### src/common/tec_pkg.sv
// shared constants, carriers and helpers for the timer/event counter channel
// Function
// - interval, event, software and triggered pulse modes
// - counter, buffered compares, captures, toggling flip-flop
// - capture gives triggered one-shot and width measurement
// - one channel per instance, its pins and events chosen by parameter
// - pins only where the channel has them
// - match, capture and conversion-start events per channel
// - unit disabled blocks all other register access
// - disabling keeps every register setting
// - debug halt stops channel when stop bit set
// - stopped counter reads last running snapshot
// - twelve word registers from channel base address
// - control holds buffer, idle, edge, start source
// - flags set unmasked, cleared by status read
// - clear enable zeroes counter on second match
// - source select picks pin or prescaler tap
package tec_pkg;

  localparam int unsigned TEC_DW = 16;
  localparam logic [31:0] TEC_CH0_BASE = 32'h4001_0000;
  localparam int unsigned TEC_WIN_LSB = 6;

  // register offsets inside a channel window
  localparam logic [5:0] OFS_EN = 6'h00;
  localparam logic [5:0] OFS_RUN = 6'h04;
  localparam logic [5:0] OFS_CR = 6'h08;
  localparam logic [5:0] OFS_MOD = 6'h0C;
  localparam logic [5:0] OFS_FFCR = 6'h10;
  localparam logic [5:0] OFS_ST = 6'h14;
  localparam logic [5:0] OFS_IM = 6'h18;
  localparam logic [5:0] OFS_UC = 6'h1C;
  localparam logic [5:0] OFS_RG0 = 6'h20;
  localparam logic [5:0] OFS_RG1 = 6'h24;
  localparam logic [5:0] OFS_CP0 = 6'h28;
  localparam logic [5:0] OFS_CP1 = 6'h2C;

  // field positions
  localparam int unsigned EN_ENABLE_BIT = 7;
  localparam int unsigned EN_HALT_BIT = 6;
  localparam int unsigned RUN_PRUN_BIT = 2;
  localparam int unsigned RUN_RUN_BIT = 0;
  localparam int unsigned CR_WBF_BIT = 7;
  localparam int unsigned CR_IDLE_BIT = 3;
  localparam int unsigned CR_TRG_BIT = 1;
  localparam int unsigned CR_START_SOURCE_SELECT_BIT = 0;
  localparam int unsigned MOD_RSWR_BIT = 7;
  localparam int unsigned MOD_SWCAP_BIT = 6;
  localparam int unsigned MOD_CPM_LSB = 4;
  localparam int unsigned MOD_CLE_BIT = 3;
  localparam int unsigned MOD_CLK_LSB = 0;
  localparam int unsigned FF_TRIG_LSB = 2;
  localparam int unsigned FF_CTL_LSB = 0;
  localparam int unsigned ST_OF_BIT = 2;
  localparam int unsigned ST_M1_BIT = 1;
  localparam int unsigned ST_M0_BIT = 0;

  // fixed readback and reset values
  localparam logic [31:0] FFCR_FIXED = 32'h0000_00C3;
  localparam logic [3:0] FF_TRIG_RST = 4'h0;
  localparam logic [15:0] CNT_MAX = 16'hFFFF;

  // capture timing, flip-flop control and source codes
  localparam logic [1:0] CPM_OFF = 2'h0;
  localparam logic [1:0] CPM_EXT_RISE = 2'h1;
  localparam logic [1:0] CPM_EXT_BOTH = 2'h2;
  localparam logic [1:0] CPM_INT_BOTH = 2'h3;
  localparam logic [1:0] FFC_INVERT = 2'h0;
  localparam logic [1:0] FFC_SET = 2'h1;
  localparam logic [1:0] FFC_CLEAR = 2'h2;
  localparam logic [1:0] FFC_KEEP = 2'h3;
  localparam logic [2:0] CLK_EXT = 3'h0;

  typedef enum logic [1:0] {RUN_STOP, RUN_WAIT, RUN_COUNT} tec_run_t;

  typedef struct packed {
    logic cyc;
    logic stb;
    logic we;
    logic [31:0] adr;
    logic [3:0] sel;
    logic [31:0] dat;
  } tec_wb_req_t;

  typedef struct packed {
    logic ack;
    logic [31:0] dat;
  } tec_wb_rsp_t;

  typedef struct packed {
    logic match_interrupt_a;
    logic match_interrupt_b;
    logic overflow_interrupt;
    logic capture_interrupt_a;
    logic capture_interrupt_b;
  } tec_irq_t;

  // byte-lane merge of a write into the current register image
  function automatic logic [31:0] tec_merge(input logic [31:0] old, input logic [31:0] wdat,
                                            input logic [3:0] sel);
    logic [31:0] res;
    res = old;
    for (int i = 0; i < 4; i++)
    begin
      if (sel[i])
        res[i*8 +: 8] = wdat[i*8 +: 8];
    end
    return res;
  endfunction

  // log2 of the prescaler divisor for each source code
  function automatic logic [3:0] tec_tap_shift(input logic [2:0] sel);
    logic [3:0] sh;
    unique case (sel)
      3'h0: sh = 4'h0;
      3'h1: sh = 4'h0;
      3'h2: sh = 4'h2;
      3'h3: sh = 4'h4;
      3'h4: sh = 4'h5;
      3'h5: sh = 4'h6;
      3'h6: sh = 4'h7;
      3'h7: sh = 4'h8;
    endcase
    return sh;
  endfunction

endpackage

### src/hdl/tec_prescaler.sv
// prescaler with selectable divide taps for one timer channel
`timescale 1ns/10ps
module tec_prescaler #(
  parameter int unsigned WIDTH = 8
) (
  input wire logic clk_i,
  input wire logic rst_b_i,
  input wire logic run_i,
  input wire logic freeze_i,
  input wire logic [2:0] tap_i,
  output logic tick_o
);
  import tec_pkg::*;

  typedef struct packed {
    logic [WIDTH-1:0] count;
    logic tick;
  } tec_psc_t;

  tec_psc_t s_q;
  tec_psc_t s_d;
  logic [WIDTH-1:0] mask;

  // a tap fires when its low counter bits are all ones
  always_comb
  begin
    s_d = s_q;
    s_d.tick = 1'b0;
    mask = WIDTH'((32'd1 << tec_tap_shift(tap_i)) - 32'd1);
    if (!run_i)
      s_d.count = '0;
    else if (!freeze_i)
    begin
      s_d.tick = (s_q.count & mask) == mask;
      s_d.count = s_q.count + 1'b1;
    end
  end

  always_ff @(posedge clk_i or negedge rst_b_i)
  begin
    if (!rst_b_i)
      s_q <= '0;
    else
      s_q <= s_d;
  end

  assign tick_o = s_q.tick;
endmodule

### src/hdl/tec_channel.sv
// one 16-bit timer/event counter channel with its classic wishbone register slave
//
// Chosen here: the Wishbone interface to the registers.
`timescale 1ns/10ps
module tec_channel #(
  parameter logic [31:0] BASE_ADDR = tec_pkg::TEC_CH0_BASE,
  parameter bit HAS_EXT_INPUT = 1'b0,
  parameter bit HAS_FF_OUTPUT = 1'b0,
  parameter bit HAS_CAPTURE_IRQ = 1'b1,
  parameter bit HAS_INT_PULSE = 1'b1,
  parameter bit HAS_ADC_START = 1'b0,
  parameter int unsigned PSC_WIDTH = 8
) (
  input wire logic clk_i,
  input wire logic rst_b_i,
  input tec_pkg::tec_wb_req_t wb_i,
  output tec_pkg::tec_wb_rsp_t wb_o,
  input wire logic ch_external_input_i,
  input wire logic internal_pulse_source_i,
  input wire logic debug_halt_i,
  input wire logic idle_mode_i,
  output tec_pkg::tec_irq_t irq_o,
  output logic ch5_match1_event_o,
  output logic ch7_flipflop_output_o
);
  import tec_pkg::*;

  typedef struct packed {
    logic ack;
    logic [31:0] rdat;
    logic unit_enable;
    logic debug_halt_stop;
    logic prescaler_run;
    logic count_run;
    logic double_buffer_enable;
    logic idle_operation;
    logic trigger_edge_select;
    logic start_source_select;
    logic rswr;
    logic [1:0] cpm;
    logic counter_clear_enable;
    logic [2:0] source_clock_select;
    logic [3:0] ff_trig;
    logic [2:0] flags;
    logic [2:0] mask;
    logic [TEC_DW-1:0] cnt;
    logic [TEC_DW-1:0] snap;
    logic [TEC_DW-1:0] rg0;
    logic [TEC_DW-1:0] rg1;
    logic [TEC_DW-1:0] buf0;
    logic [TEC_DW-1:0] buf1;
    logic wr0;
    logic wr1;
    logic [TEC_DW-1:0] cp0;
    logic [TEC_DW-1:0] cp1;
    logic ff;
    tec_run_t run_st;
    logic ext_s1;
    logic ext_s2;
    logic ext_s3;
    logic ipl_prev;
    tec_irq_t irq;
    logic adc;
  } tec_state_t;

  tec_state_t s_q;
  tec_state_t s_d;
  logic psc_tick;
  logic live;
  logic req;
  logic hit;
  logic wr;
  logic rd;
  logic [5:0] ofs;
  logic [31:0] rv;
  logic [31:0] nv;
  logic ext_rise;
  logic ext_fall;
  logic ipl_rise;
  logic ipl_fall;
  logic trig_edge;
  logic src;
  logic inc;
  logic m0;
  logic m1;
  logic ovf;
  logic cap0;
  logic cap1;
  logic tog;

  // the prescaler freezes with the channel so halts and idle stop every tap
  tec_prescaler #(
    .WIDTH(PSC_WIDTH)
  ) u_psc (
    .clk_i(clk_i),
    .rst_b_i(rst_b_i),
    .run_i(s_q.prescaler_run & s_q.unit_enable),
    .freeze_i(~live),
    .tap_i(s_q.source_clock_select),
    .tick_o(psc_tick)
  );

  // whole channel next-state logic
  always_comb
  begin
    s_d = s_q;
    s_d.ack = 1'b0;
    s_d.irq = '0;
    s_d.adc = 1'b0;

    s_d.ext_s1 = HAS_EXT_INPUT ? ch_external_input_i : 1'b0;
    s_d.ext_s2 = s_q.ext_s1;
    s_d.ext_s3 = s_q.ext_s2;
    s_d.ipl_prev = internal_pulse_source_i;
    ext_rise = s_q.ext_s2 & ~s_q.ext_s3;
    ext_fall = ~s_q.ext_s2 & s_q.ext_s3;
    ipl_rise = HAS_INT_PULSE & internal_pulse_source_i & ~s_q.ipl_prev;
    ipl_fall = HAS_INT_PULSE & ~internal_pulse_source_i & s_q.ipl_prev;

    live = s_q.unit_enable & ~(debug_halt_i & s_q.debug_halt_stop)
           & ~(idle_mode_i & ~s_q.idle_operation);

    req = wb_i.cyc & wb_i.stb & ~s_q.ack;
    hit = wb_i.adr[31:TEC_WIN_LSB] == BASE_ADDR[31:TEC_WIN_LSB];
    ofs = wb_i.adr[TEC_WIN_LSB-1:0];
    wr = req & wb_i.we & hit;
    rd = req & ~wb_i.we & hit;

    // read image; blocks reads except the enable word when disabled; unused bits zero
    rv = '0;
    if (hit && (ofs == OFS_EN || s_q.unit_enable))
    begin
      case (ofs)
        OFS_EN:
        begin
          rv[EN_ENABLE_BIT] = s_q.unit_enable;
          rv[EN_HALT_BIT] = s_q.debug_halt_stop;
        end
        OFS_RUN:
        begin
          rv[RUN_PRUN_BIT] = s_q.prescaler_run;
          rv[RUN_RUN_BIT] = s_q.count_run;
        end
        OFS_CR:
        begin
          rv[CR_WBF_BIT] = s_q.double_buffer_enable;
          rv[CR_IDLE_BIT] = s_q.idle_operation;
          rv[CR_TRG_BIT] = s_q.trigger_edge_select;
          rv[CR_START_SOURCE_SELECT_BIT] = s_q.start_source_select;
        end
        OFS_MOD:
        begin
          rv[MOD_RSWR_BIT] = s_q.rswr;
          rv[MOD_SWCAP_BIT] = 1'b1;
          rv[MOD_CPM_LSB +: 2] = s_q.cpm;
          rv[MOD_CLE_BIT] = s_q.counter_clear_enable;
          rv[MOD_CLK_LSB +: 3] = s_q.source_clock_select;
        end
        OFS_FFCR:
        begin
          rv = FFCR_FIXED;
          rv[FF_TRIG_LSB +: 4] = s_q.ff_trig;
        end
        OFS_ST: rv[2:0] = s_q.flags;
        OFS_IM: rv[2:0] = s_q.mask;
        OFS_UC: rv[TEC_DW-1:0] = s_q.count_run ? s_q.cnt : s_q.snap;
        OFS_RG0: rv[TEC_DW-1:0] = s_q.buf0;
        OFS_RG1: rv[TEC_DW-1:0] = s_q.buf1;
        OFS_CP0: rv[TEC_DW-1:0] = s_q.cp0;
        OFS_CP1: rv[TEC_DW-1:0] = s_q.cp1;
        default: rv = '0;
      endcase
    end
    nv = tec_merge(rv, wb_i.dat, wb_i.sel);

    // one-cycle answer to every request, foreign addresses included
    if (req)
    begin
      s_d.ack = 1'b1;
      s_d.rdat = rd ? rv : '0;
    end

    // wait for trigger edge; software or triggered start
    trig_edge = s_q.trigger_edge_select ? ext_fall : ext_rise;
    unique case (s_q.run_st)
      RUN_STOP:
      begin
        if (s_q.count_run)
          s_d.run_st = s_q.start_source_select ? RUN_WAIT : RUN_COUNT;
      end
      RUN_WAIT:
      begin
        if (trig_edge && live)
          s_d.run_st = RUN_COUNT;
      end
      RUN_COUNT: s_d.run_st = RUN_COUNT;
    endcase
    if (!s_q.count_run)
      s_d.run_st = RUN_STOP;

    src = (s_q.source_clock_select == CLK_EXT) ? ext_rise : psc_tick;
    inc = live & (s_q.run_st == RUN_COUNT) & src;
    m0 = inc & (s_q.cnt == s_q.rg0);
    m1 = inc & (s_q.cnt == s_q.rg1);
    ovf = inc & (s_q.cnt == CNT_MAX);

    // counter stop clears; step and wrap; clear on match
    if (!s_q.count_run)
      s_d.cnt = '0;
    else if (inc)
      s_d.cnt = (m1 & s_q.counter_clear_enable) ? '0 : s_q.cnt + 1'b1;
    if (s_q.count_run)
      s_d.snap = s_q.cnt;

    // buffered compare transfer at the second match
    if (s_q.double_buffer_enable && m1 && (!s_q.rswr || (s_q.wr0 && s_q.wr1)))
    begin
      s_d.rg0 = s_q.buf0;
      s_d.rg1 = s_q.buf1;
      s_d.wr0 = 1'b0;
      s_d.wr1 = 1'b0;
    end

    // capture on pin or internal pulse edges
    cap0 = 1'b0;
    cap1 = 1'b0;
    unique case (s_q.cpm)
      CPM_OFF: cap0 = 1'b0;
      CPM_EXT_RISE: cap0 = ext_rise;
      CPM_EXT_BOTH:
      begin
        cap0 = ext_rise;
        cap1 = ext_fall;
      end
      CPM_INT_BOTH:
      begin
        cap0 = ipl_rise;
        cap1 = ipl_fall;
      end
    endcase
    cap0 = cap0 & live;
    cap1 = cap1 & live;
    // software capture strobe when the mode bit is written low
    if (wr && ofs == OFS_MOD && s_q.unit_enable && wb_i.sel[0] && !wb_i.dat[MOD_SWCAP_BIT])
      cap0 = 1'b1;
    if (cap0)
      s_d.cp0 = s_q.cnt;
    if (cap1)
      s_d.cp1 = s_q.cnt;

    tog = (m0 & s_q.ff_trig[0]) | (m1 & s_q.ff_trig[1])
          | (cap0 & s_q.ff_trig[2]) | (cap1 & s_q.ff_trig[3]);
    if (tog)
      s_d.ff = ~s_q.ff;

    // set regardless of mask, read clears, set wins
    s_d.flags = s_q.flags;
    if (rd && ofs == OFS_ST && s_q.unit_enable)
      s_d.flags = '0;
    s_d.flags[ST_M0_BIT] = s_d.flags[ST_M0_BIT] | m0;
    s_d.flags[ST_M1_BIT] = s_d.flags[ST_M1_BIT] | m1;
    s_d.flags[ST_OF_BIT] = s_d.flags[ST_OF_BIT] | ovf;

    // masked match and overflow pulses, unmasked captures and conversion start
    s_d.irq.match_interrupt_a = m0 & s_q.mask[ST_M0_BIT];
    s_d.irq.match_interrupt_b = m1 & s_q.mask[ST_M1_BIT];
    s_d.irq.overflow_interrupt = ovf & s_q.mask[ST_OF_BIT];
    s_d.irq.capture_interrupt_a = HAS_CAPTURE_IRQ & cap0;
    s_d.irq.capture_interrupt_b = HAS_CAPTURE_IRQ & cap1;
    s_d.adc = HAS_ADC_START & m1;

    // register writes; only the enable register while disabled
    if (wr && ofs == OFS_EN)
    begin
      s_d.unit_enable = nv[EN_ENABLE_BIT];
      s_d.debug_halt_stop = nv[EN_HALT_BIT];
    end
    else if (wr && s_q.unit_enable)
    begin
      case (ofs)
        OFS_RUN:
        begin
          s_d.prescaler_run = nv[RUN_PRUN_BIT];
          s_d.count_run = nv[RUN_RUN_BIT];
        end
        OFS_CR:
        begin
          s_d.double_buffer_enable = nv[CR_WBF_BIT];
          s_d.idle_operation = nv[CR_IDLE_BIT];
          s_d.trigger_edge_select = nv[CR_TRG_BIT];
          s_d.start_source_select = nv[CR_START_SOURCE_SELECT_BIT];
        end
        OFS_MOD:
        begin
          s_d.rswr = nv[MOD_RSWR_BIT];
          s_d.cpm = nv[MOD_CPM_LSB +: 2];
          s_d.counter_clear_enable = nv[MOD_CLE_BIT];
          s_d.source_clock_select = nv[MOD_CLK_LSB +: 3];
        end
        OFS_FFCR:
        begin
          s_d.ff_trig = nv[FF_TRIG_LSB +: 4];
          unique case (nv[FF_CTL_LSB +: 2])
            FFC_INVERT: s_d.ff = ~s_q.ff;
            FFC_SET: s_d.ff = 1'b1;
            FFC_CLEAR: s_d.ff = 1'b0;
            FFC_KEEP: s_d.ff = s_d.ff;
          endcase
        end
        OFS_IM: s_d.mask = nv[2:0];
        OFS_RG0:
        begin
          s_d.buf0 = nv[TEC_DW-1:0];
          s_d.wr0 = 1'b1;
          if (!s_q.double_buffer_enable)
            s_d.rg0 = nv[TEC_DW-1:0];
        end
        OFS_RG1:
        begin
          s_d.buf1 = nv[TEC_DW-1:0];
          s_d.wr1 = 1'b1;
          if (!s_q.double_buffer_enable)
            s_d.rg1 = nv[TEC_DW-1:0];
        end
        // read-only and unmapped words ignore writes
        default: s_d.wr0 = s_d.wr0;
      endcase
    end
  end

  // single state register for the whole channel except the prescaler, which keeps its own
  always_ff @(posedge clk_i or negedge rst_b_i)
  begin
    if (!rst_b_i)
      s_q <= '0;
    else
      s_q <= s_d;
  end

  // one channel instance per copy; output pin only where present
  assign wb_o.ack = s_q.ack;
  assign wb_o.dat = s_q.rdat;
  assign irq_o = s_q.irq;
  assign ch5_match1_event_o = s_q.adc;
  assign ch7_flipflop_output_o = HAS_FF_OUTPUT ? s_q.ff : 1'b0;
endmodule

### config.mk
export PLATFORM = sky130hd
export DESIGN_NAME = tec_channel
export DESIGN_NICKNAME = d
export VERILOG_FILES = /design/src/common/tec_pkg.sv /design/src/hdl/tec_prescaler.sv /design/src/hdl/tec_channel.sv
export SDC_FILE = /design/constraint.sdc
export NUM_CORES = 1
export LEC_CHECK = 0
export BUFFER_PORTS_ARGS = -buffer_cell sky130_fd_sc_hd__buf_2
export CORE_MARGIN = 10
export CORE_UTILIZATION = 31
export CTS_BUF_LIST = sky130_fd_sc_hd__clkbuf_16
export CTS_CLUSTER_DIAMETER = 150
export DETAILED_ROUTE_END_ITERATION = 10
export PLACE_DENSITY = 0.48
export SLEW_MARGIN = 20
export SYNTH_ARGS = -nofsm -noshare
export SYNTH_HDL_FRONTEND = slang
export SYNTH_HIERARCHICAL = 1
export SYNTH_SLANG_ARGS = --single-unit
### constraint.sdc
create_clock -name clk_i -period 3.2 [get_ports clk_i]
set_input_delay 0.64 -clock clk_i [delete_from_list [all_inputs] [get_ports clk_i]]
set_output_delay 0.64 -clock clk_i [all_outputs]
set_load 0.01 [all_outputs]
==> impl_metrics.py, run 1 <==
metrics = {
    "cts": {
        "clockBufferDepth": 2,
        "clk_pin_slew_ps": 80,
        "h-tree-depth": 4,
        "cts_sinks": 189,
        "root_buffer": "clkbuf_16",
        "cts_tree": "built",
        "holdBufCountCts": 0,
        "cts_resized": 0,
        "numCtsBuffers": 17,
        "post_cts_buffers": 0,
        "clkLatencyLatePin_ps": 440,
    },
    "place": {
        "gp_congestion": 0.8173,
        "placed_area_um2": 10610,
        "io_buffer_count": 79,
        "dpl.hpwl_mm": 20.62,
        "placed_cells_incl_taps": 1343,
    },
    "sta": {
        "setup_viol": 0,
        "max_slew_margin_pct": 30.61,
        "slew_viol_final": 0,
        "skew_ps": 11.95,
        "tns_ps": 0,
        "fin_crit_ps": 2632,
        "rsz0062_at_grt": "no",
        "holdWs_ps": 233.7,
        "max_freq_ghz": 0.3800,
        "period_share_pct": 82.24,
        "tightest_slew_ps": 1031,
        "finalHoldViolCount": 0,
    },
    "floorplan": {
        "fp.dieH_um": 198.4,
        "coreArea_um2": 31470,
        "row_count": 65,
        "die_area_um2": 39340,
        "initial_core_util_pct": 31.33,
        "io_pins": 117,
        "die_w_um": 198.4,
    },
    "final_layout": {
        "syn2layout_area_growth_pct": 13.54,
        "instances_no_fill": 1375,
        "drive_above_1_share_pct": 24.46,
        "antenna_cells": 0,
        "nets": 1042,
        "design_area_um2": 11200,
    },
    "detailed_routing": {
        "ant_nets": 0,
        "drtIter0Drc": 509,
        "vias": 7033,
        "route.detailed.drc": 0,
        "wl_per_cell_um": 21.00,
        "viasPerCell": 5.115,
        "first_pass_iters": 4,
        "finalWirelength_mm": 28.87,
    },
    "power_and_ir_drop": {
        "power_density_nw_per_um2": 426.7,
        "leakage_nw": 5.040,
        "ir_drop_uv": 346.1,
        "total_power_mw": 4.778,
    },
    "logic_synthesis": {
        "synthCells": 898,
        "netlist-cell-type-count": 74,
        "synth_ff_type": "dfrtp_1",
        "yosys_warnings": 6,
        "synth.largest_area_cell": "dfrtp_1",
        "synth.top_cell.area_share_pct": 47.96,
        "yosysMostFrequentCell": "dfrtp_1",
        "ys_seq_area_share_pct": 47.96,
        "avgSynthCellArea_um2": 10.98,
        "ys_seq_elements": 189,
        "yosys-top-cells-area": "dfrtp_1 (48%), mux2i_1 (7.4%), mux2_2 (5.4%)",
        "syn-cell-area_um2": 9861,
        "ys_async_sr_fraction_pct": 100.0,
        "synth_edf_count": 0,
        "synthTopCellsByCount": "dfrtp_1 (189), mux2i_1 (73), nor2_1 (72), a21oi_1 (60), nand2_1 (60)",
    },
    "grt": {
        "grtUsageMet3_pct": 2.020,
        "gr-total-overflow": 0,
        "grt.met1_usage_pct": 20.51,
        "grt.busiest_layer": "met2",
        "grt_pass1_vias": 7251,
        "grt_max_degree": 81,
        "antenna_found_initial": 0,
        "grt_pass1_wl_mm": 45.13,
        "grtUsageTotal_pct": 14.98,
        "met2_usage_pct": 24.56,
    },
    "setup_path": {
        "timing.rr.end": "s_q[143]$_DFFE_PN0P_",
        "critical-path-slowest-cell": "dfrtp_1",
        "critical_path_class": "register to register",
        "critPathMaxFanout": 14,
        "crit-reg2reg-launch": "s_q[164]$_DFFE_PN0P_",
        "crit_arrival_ps": 2920,
        "crit_chain": "mux2_2, a221o_1, a211oi_1, o31a_1, mux2i_1",
        "crit_path_start_kind": "register",
        "cp-end-kind": "register",
        "cp_data_required_time_ps": 3490,
        "rr_worst_depth": 5,
        "ff2ff_setup_slack_ps": 570,
        "slowest_delay_ps": 790,
    },
    "status": {
        "status": "finished clean",
    },
    "run": {
        "cap_violations": 0,
    },
    "min_path": {
        "hold_path.class": "input pin to async pin",
    },
}
## layout by cell type (no fill, tap or decap), types with 5 or more instances in the layout
cell / instances
o41a_1: 8
a22oi_1: 11
xnor2_1: 46
and2_1: 10
a211oi_1: 5
nor2b_1: 7
mux4_2: 13
a22o_1: 7
clkbuf_16: 17
buf_4: 41
nand3_1: 12
and3_1: 6
a21oi_1: 60
inv_1: 20
nor2_1: 72
buf_2: 78
dfrtp_1: 189
ha_1: 5
mux2i_1: 73
nand2_1: 60
nor3_1: 8
o21ai_0: 26
mux2_2: 47
xor2_1: 5
nor3b_1: 9
nor4_1: 9
conb_1: 18
o31a_1: 6
nand4_1: 15
## cell families after synthesis
family                     count (synthesis)  synth area share [%]
AOI/OAI and AO/OA                        151                 10.20
and+or+nand+nor                          251                 14.12
adders and majority gates                  6                0.7360
xor gates and xnor gates                  51                 4.530
DFF                                      189                 47.96
other                                      1               0.03803
buffers and inverters                    116                 6.662
muxes                                    133                 15.75
## flip-flops by register name, indices dropped and copies added (netlist names)
| signal | count |
|---|---|
| s_q | 158 |
| wb_o | 17 |
| u_psc/s_q | 8 |
| irq_o | 5 |
| u_psc/tick_o | 1 |
## layout make-up
type / instances / area (µm²)
well taps: 402 / 503.0
clock buffers: 17 / 425.4
multi-input cells: 610 / 4553
flip-flops and latches: 189 / 4730
repair buffers: 122 / 752.0
clock inverters: 15 / 157.7
inverters: 20 / 75.07
fillers: 3107 / 20280
## power breakdown
part	switching, mW	internal, mW	total (mW)
Combinational	0.166	0.0720	0.238
Sequential	0.000614	2.39	2.39
Clock	1.05	1.10	2.15
## through the flow
stage / utilization, % / setup WS (ps)
6_report: 35.57 / 568.2
5_1_grt: 35.57 / 385.3
4_1_cts: 35.57 / 531.0
3_5_place_dp: 33.72 / 223.3
3_3_place_gp: 33.72 / 272.3
2_1_floorplan: - / 747.3
## critical path, delay by kind of cell, from the launching register on
kind / cells / cell delay, ps
multiplexers: 2 / 590
flip-flops: 1 / 790
AO/OA/AOI/OAI: 3 / 1100
## layer usage
layer	routed length (µm)	share of wire (%)
met2	14110	49
met3	1033	3.6
met5	0	0
met1	13480	47
met4	240	0.83
## worst max-delay path by stage
stage | startpoint | to | slack, ps | cells past startpoint
3_5_place_dp | wb_i[40] | wb_o[12]$_DFFE_PN0P_ | 220 | 7
2_1_floorplan | wb_i[36] | s_q[68]$_DFFE_PN0P_ | 750 | 8
4_1_cts | s_q[164]$_DFFE_PN0P_ | s_q[143]$_DFFE_PN0P_ | 530 | 5
3_3_place_gp | wb_i[40] | wb_o[15]$_DFFE_PN0P_ | 270 | 7
5_1_grt | s_q[164]$_DFFE_PN0P_ | s_q[163]$_DFFE_PN0P_ | 390 | 5
6_report | s_q[164]$_DFFE_PN0P_ | s_q[143]$_DFFE_PN0P_ | 570 | 5
No activity file was read; power rests on OpenSTA's default activity.
==> run 2: changes to the inputs <==
--- a/config.mk
+++ b/config.mk
@@ -5,6 +5,7 @@
 export SDC_FILE = /design/constraint.sdc
 export NUM_CORES = 1
 export LEC_CHECK = 0
+export ABC_AREA = 1
 export BUFFER_PORTS_ARGS = -buffer_cell sky130_fd_sc_hd__buf_2
 export CORE_MARGIN = 10
 export CORE_UTILIZATION = 31
==> constraint.sdc (replaced) <==
create_clock -name clk_i -period 2.7 [get_ports clk_i]
set_input_delay 0.54 -clock clk_i [delete_from_list [all_inputs] [get_ports clk_i]]
set_output_delay 0.54 -clock clk_i [all_outputs]
set_load 0.01 [all_outputs]
==> impl_metrics.py, run 2 <==
metrics = {
    "status": {
        "status": "finished clean",
    },
    "cts": {
        "numCtsBuffers": 17,
        "post_cts_buffers": 0,
        "cts_sinks": 189,
        "cts_tree": "built",
        "h-tree-depth": 4,
        "clkLatencyLatePin_ps": 450,
        "cts_resized": 0,
        "clk_pin_slew_ps": 80,
        "clockBufferDepth": 2,
        "holdBufCountCts": 0,
        "root_buffer": "clkbuf_16",
    },
    "floorplan": {
        "io_pins": 117,
        "row_count": 68,
        "initial_core_util_pct": 31.39,
        "fp.dieH_um": 207.0,
        "coreArea_um2": 34540,
        "die_area_um2": 42860,
        "die_w_um": 207.0,
    },
    "logic_synthesis": {
        "synth.largest_area_cell": "dfrtp_1",
        "synth_edf_count": 0,
        "yosys-top-cells-area": "dfrtp_1 (44%), nand2_1 (20%), nand3_1 (5.2%)",
        "ys_seq_elements": 189,
        "synth_ff_type": "dfrtp_1",
        "yosys_warnings": 6,
        "netlist-cell-type-count": 46,
        "synth.top_cell.area_share_pct": 43.61,
        "syn-cell-area_um2": 10840,
        "ys_seq_area_share_pct": 43.61,
        "avgSynthCellArea_um2": 7.205,
        "ys_async_sr_fraction_pct": 100.0,
        "yosysMostFrequentCell": "nand2_1",
        "synthTopCellsByCount": "nand2_1 (589), dfrtp_1 (189), nor2_1 (126), inv_1 (124), nand3_1 (113)",
        "synthCells": 1505,
    },
    "setup_path": {
        "critical_path.top_delay_family": "simple AND/OR/NAND/NOR gates",
        "critPathMaxFanout": 34,
        "cp-end-kind": "register",
        "crit_chain": "nand2_1, nand3_2, nor2_4, nand3_1, nor2_4, nand2_4, nand2_1, nand2_1, nand2_1, nand2_1",
        "critical-path-slowest-cell": "dfrtp_1",
        "cpMostUsedCell": "nand2_1",
        "crit_path_start_kind": "register",
        "critical_path_class": "register to register",
        "cp_data_required_time_ps": 3040,
        "crit_arrival_ps": 2630,
        "slowest_delay_ps": 440,
        "cp_num_buf_inv": 0,
    },
    "final_layout": {
        "largest-register": "s_q",
        "syn2layout_area_growth_pct": 12.90,
        "final_common_cell": "nand2_1",
        "largest_reg_flops": 158,
        "design_area_um2": 12240,
        "layout_common_cells": "nand2_1 (589), dfrtp_1 (189), nor2_1 (126), inv_1 (124), nand3_1 (113)",
        "nets": 1649,
        "drive_above_1_share_pct": 13.67,
        "antenna_cells": 0,
        "instances_no_fill": 2035,
    },
    "detailed_routing": {
        "vias": 9583,
        "drtIter0Drc": 661,
        "first_pass_iters": 5,
        "ant_nets": 0,
        "wl_per_cell_um": 17.55,
        "route.detailed.drc": 0,
        "finalWirelength_mm": 35.72,
        "viasPerCell": 4.709,
    },
    "grt": {
        "antenna_found_initial": 0,
        "grt_pass1_wl_mm": 56.35,
        "grt_pass1_vias": 9437,
        "grtUsageTotal_pct": 16.50,
        "gr-total-overflow": 0,
        "grt_max_degree": 67,
    },
    "sta": {
        "tightest_slew_ps": 646.7,
        "max_slew_margin_pct": 56.89,
        "period_share_pct": 84.84,
        "setup_viol": 0,
        "tns_ps": 0,
        "fin_crit_ps": 2291,
        "skew_ps": 17.34,
        "slew_viol_final": 0,
        "max_freq_ghz": 0.4366,
        "rsz0062_at_grt": "no",
        "finalHoldViolCount": 0,
    },
    "power_and_ir_drop": {
        "ir_drop_uv": 446.0,
        "power_density_nw_per_um2": 470.5,
        "leakage_nw": 6.413,
    },
    "place": {
        "placed_cells_incl_taps": 2003,
        "dpl.hpwl_mm": 27.15,
        "io_buffer_count": 79,
        "gp_congestion": 0.8524,
        "placed_area_um2": 11630,
    },
    "run": {
        "cap_violations": 0,
    },
    "min_path": {
        "hold_path.class": "input pin to async pin",
    },
}
[run 2: cell types whose count changed after synthesis, sizes merged, moves of 16 or more]
cell | previous run | this run
a21oi | 60 | 10
xnor2 | 46 | 16
o21ai | 28 | 100
nor2 | 75 | 149
inv | 20 | 133
mux2 | 47 | 0
nand3 | 13 | 119
nand2 | 60 | 606
xor2 | 5 | 21
mux2i | 73 | 0
[run 2: per-layer routing]
metal | vias up | GRT usage [%] | share of wire [%]
met5 | - | 0 | 0
li1 | 4781 | - | -
met1 | 4589 | 22.32 | 47
met3 | 29 | 2.106 | 3.2
met2 | 184 | 26.93 | 48
met4 | 0 | 4.691 | 1.8
[run 2: cell type report]
| type | instances | area [µm²] |
|---|---|---|
| tap | 455 | 569.3 |
| inverter | 135 | 506.7 |
| multi-input combinational | 1103 | 5051 |
| sequential | 189 | 4730 |
| clock inverter | 15 | 191.4 |
| timing repair buffer | 121 | 769.5 |
| clock buffer | 17 | 425.4 |
| fill | 3743 | 22300 |
[run 2: kinds of logic after synthesis]
kind of cell,count (synthesis),share of synthesized area [%]
flip-flops,189,43.61
other,1,0.03458
XOR/XNOR,37,2.988
AND/OR/NAND/NOR,926,36.73
AO/OA/AOI/OAI,117,5.608
buffers and inverters,230,10.45
adder cells (fa/ha/maj),5,0.5769
[run 2: final timing paths]
kind,from,to,slack (ps),depth (start not counted)
setup / recovery,s_q[166]$_DFFE_PN0P_,s_q[109]$_DFF_PN0_,410,10
hold / removal,rst_b_i,u_psc/s_q[5]$_DFFE_PN0P_,90,1
setup reg to reg,s_q[166]$_DFFE_PN0P_,s_q[109]$_DFF_PN0_,410,10
hold reg to reg,s_q[148]$_DFF_PN0_,s_q[148]$_DFF_PN0_,480,2
max in group asynchronous,rst_b_i,s_q[93]$_DFF_PN0_,1800,2
min in group clk_i,internal_pulse_source_i,s_q[6]$_DFF_PN0_,260,1
[run 2: where the power goes]
| group | switching [mW] | internal (mW) | leakage [nW] |
|---|---|---|---|
| clock network | 1.32 | 1.34 | 0.298 |
| logic | 0.197 | 0.0698 | 3.62 |
| registers | 0.00116 | 2.83 | 2.49 |
| total | 1.52 | 4.24 | 6.41 |
[run 2: stage by stage]
| step | hold slack, ps | utilization [%] | power (mW) | setup slack [ps] |
|---|---|---|---|---|
| after floorplan | 244.4 | - | 3.006 | 874.2 |
| after global routing | 133.1 | 35.44 | 5.971 | 236.7 |
| after CTS | 117.3 | 35.44 | 5.841 | 453.5 |
| after detailed placement | 466.7 | 33.66 | 3.159 | 187.3 |
| after global placement | 458.0 | 33.66 | 3.157 | 223.9 |
| final | 94.61 | 35.44 | 5.761 | 409.4 |
[run 2: worst reg2reg max path, cell delays in order (launching register included)]
cell	delay, ps
dfrtp_1	440
nand2_1	100
nand3_2	170
nor2_4	320
nand3_1	310
nor2_4	230
nand2_4	280
nand2_1	180
nand2_1	60
nand2_1	60
nand2_1	50
==> run 3: changes to the inputs <==
--- a/config.mk
+++ b/config.mk
@@ -5,7 +5,7 @@
 export SDC_FILE = /design/constraint.sdc
 export NUM_CORES = 1
 export LEC_CHECK = 0
-export ABC_AREA = 1
+export ABC_AREA = 0
 export BUFFER_PORTS_ARGS = -buffer_cell sky130_fd_sc_hd__buf_2
 export CORE_MARGIN = 10
 export CORE_UTILIZATION = 31
==> constraint.sdc (replaced) <==
create_clock -name clk_i -period 2.3 [get_ports clk_i]
set_input_delay 0.46 -clock clk_i [delete_from_list [all_inputs] [get_ports clk_i]]
set_output_delay 0.46 -clock clk_i [all_outputs]
set_load 0.01 [all_outputs]
==> impl_metrics.py, run 3 (same netlist as run 1, synthesis figures left out) <==
metrics = {
    "status": {
        "status": "finished, violations left",
        "violations": "hold timing",
    },
    "setup_path": {
        "critical_path_class": "register to register",
        "cp-end-kind": "register",
        "crit_arrival_ps": 2540,
        "critPathMaxFanout": 13,
        "ff2ff_setup_slack_ps": 70,
        "crit_path_start_kind": "register",
        "crit-reg2reg-launch": "s_q[162]$_DFFE_PN0P_",
        "timing.rr.end": "s_q[103]$_DFF_PN0_",
        "rr_worst_depth": 8,
        "cp_data_required_time_ps": 2610,
    },
    "power_and_ir_drop": {
        "p_clk_share_pct": 45.1,
        "power_density_nw_per_um2": 557.1,
        "switching_share_pct": 24.52,
        "comb_power_share_pct": 5.6,
        "leakage_nw": 5.527,
        "power.internal_mw": 5.087,
        "p_seq_share_pct": 49.3,
        "p_sw_mw": 1.653,
        "ir_drop_uv": 497.9,
    },
    "final_layout": {
        "syn2layout_area_growth_pct": 22.67,
        "largest-register": "s_q",
        "largest_reg_flops": 158,
        "antenna_cells": 0,
        "drive_above_1_share_pct": 31.13,
        "final_common_cell": "dfrtp_1",
        "instances_no_fill": 1459,
        "nets": 1126,
        "layout_common_cells": "dfrtp_1 (188), buf_4 (108), buf_2 (78), mux2i_1 (72), nor2_1 (72)",
        "design_area_um2": 12100,
    },
    "cts": {
        "clk_pin_slew_ps": 80,
        "h-tree-depth": 4,
        "numCtsBuffers": 17,
        "cts_sinks": 189,
        "root_buffer": "clkbuf_16",
        "clkLatencyLatePin_ps": 440,
        "clockBufferDepth": 2,
        "cts_tree": "built",
    },
    "floorplan": {
        "row_count": 65,
        "fp.dieH_um": 198.4,
        "die_area_um2": 39340,
        "io_pins": 117,
        "coreArea_um2": 31470,
        "die_w_um": 198.4,
        "initial_core_util_pct": 31.33,
    },
    "grt": {
        "grt_pass1_wl_mm": 45.28,
        "grtUsageTotal_pct": 15.04,
        "gr-total-overflow": 0,
        "antenna_found_initial": 1,
        "grt_pass1_vias": 7412,
        "grt_max_degree": 60,
    },
    "place": {
        "placed_area_um2": 11430,
        "placed_cells_incl_taps": 1425,
        "dp_slack_ps": -324.9,
        "io_buffer_count": 79,
        "gp_congestion": 0.8141,
        "dpl.hpwl_mm": 21.65,
    },
    "sta": {
        "layout_setup_ws_ps": 68.08,
        "slew_viol_final": 0,
        "finalHoldViolCount": 2,
        "tightest_slew_ps": 556.0,
        "period_share_pct": 97.04,
        "rsz0062_at_grt": "yes",
        "holdWs_ps": -12.01,
        "skew_ps": 9.807,
        "max_slew_margin_pct": 62.93,
        "max_freq_ghz": 0.4480,
        "fin_crit_ps": 2232,
        "setup_viol": 0,
    },
    "detailed_routing": {
        "viasPerCell": 5.013,
        "wl_per_cell_um": 20.18,
        "drtIter0Drc": 446,
        "vias": 7314,
        "route.detailed.drc": 0,
        "finalWirelength_mm": 29.44,
        "ant_nets": 0,
        "first_pass_iters": 7,
    },
    "run": {
        "cap_violations": 0,
    },
    "min_path": {
        "hold_path.class": "input pin to async pin",
    },
}
[run 3: cell types whose count changed in the layout (fill, tap and decap cells not counted), moves of 47 or more]
cell | previous run | this run
nand3_1 | 113 | 12
o21ai_0 | 75 | 26
inv_1 | 124 | 20
mux2_2 | 0 | 47
mux2i_1 | 0 | 72
nand2_1 | 589 | 60
buf_4 | 38 | 108
nor2_1 | 126 | 72
a21oi_1 | 9 | 60
[run 3: repair_timing]
action,4_1_cts,5_1_grt
hold buffers,0,0
buffers inserted,0,1
setup endpoints to repair,15,46
gates cloned,0,1
pin swaps,0,3
hold endpoints to repair,0,0
resized for setup,1,9
[run 3: stage by stage]
step           util (%)  TNS (ps)  total power, mW
2_1_floorplan         -         0            3.549
3_3_place_gp      36.31    -19770            3.769
3_5_place_dp      36.31    -19900            3.770
4_1_cts           38.20         0            6.811
5_1_grt           38.43    -50.59            6.965
6_report          38.43         0            6.739
[run 3: final cells by class]
class	instances	area, µm²
multi-input cells	610	4598
flip-flops and latches	189	4731
clock inverters	15	163.9
clock buffers	17	425.4
fillers	3101	19380
well taps	402	503.0
inverters	20	75.07
repair buffers	206	1600
[run 3: routing by layer]
| metal | up-vias | global-route usage, % | share of wire (%) |
|---|---|---|---|
| li1 | 3441 | - | - |
| met1 | 3729 | 20.07 | 47 |
| met2 | 123 | 25.06 | 49 |
| met3 | 19 | 2.241 | 3.1 |
| met4 | 2 | 3.445 | 1.1 |
| met5 | - | 0 | 0.044 |
[run 3: how the worst max path moves through the flow]
| stage | from | to | slack [ps] |
|---|---|---|---|
| after floorplan | wb_i[36] | s_q[68]$_DFFE_PN0P_ | 30 |
| after global placement | wb_i[37] | wb_o[15]$_DFFE_PN0P_ | -300 |
| after detailed placement | wb_i[37] | wb_o[15]$_DFFE_PN0P_ | -320 |
| after CTS | s_q[134]$_DFFE_PN0P_ | s_q[85]$_DFF_PN0_ | 0.2 |
| after global routing | s_q[134]$_DFFE_PN0P_ | s_q[103]$_DFF_PN0_ | -20 |
| final | s_q[162]$_DFFE_PN0P_ | s_q[103]$_DFF_PN0_ | 70 |
[run 3: worst max-delay path, stage by stage, from the launching register on]
cell,delay (ps)
dfrtp_1,350
inv_1,70
a221o_1,430
nor3_2,290
buf_4,160
and4_4,290
buf_12,190
mux2i_2,220
mux2i_1,100
[run 3: power groups by stage]
stage	registers (mW)	clock network [mW]	logic, mW
after detailed placement	3.39	0	0.381
after global routing	3.32	3.23	0.413
final	3.32	3.04	0.377
after global placement	3.39	0	0.381
after CTS	3.32	3.11	0.382
after floorplan	3.39	0	0.160
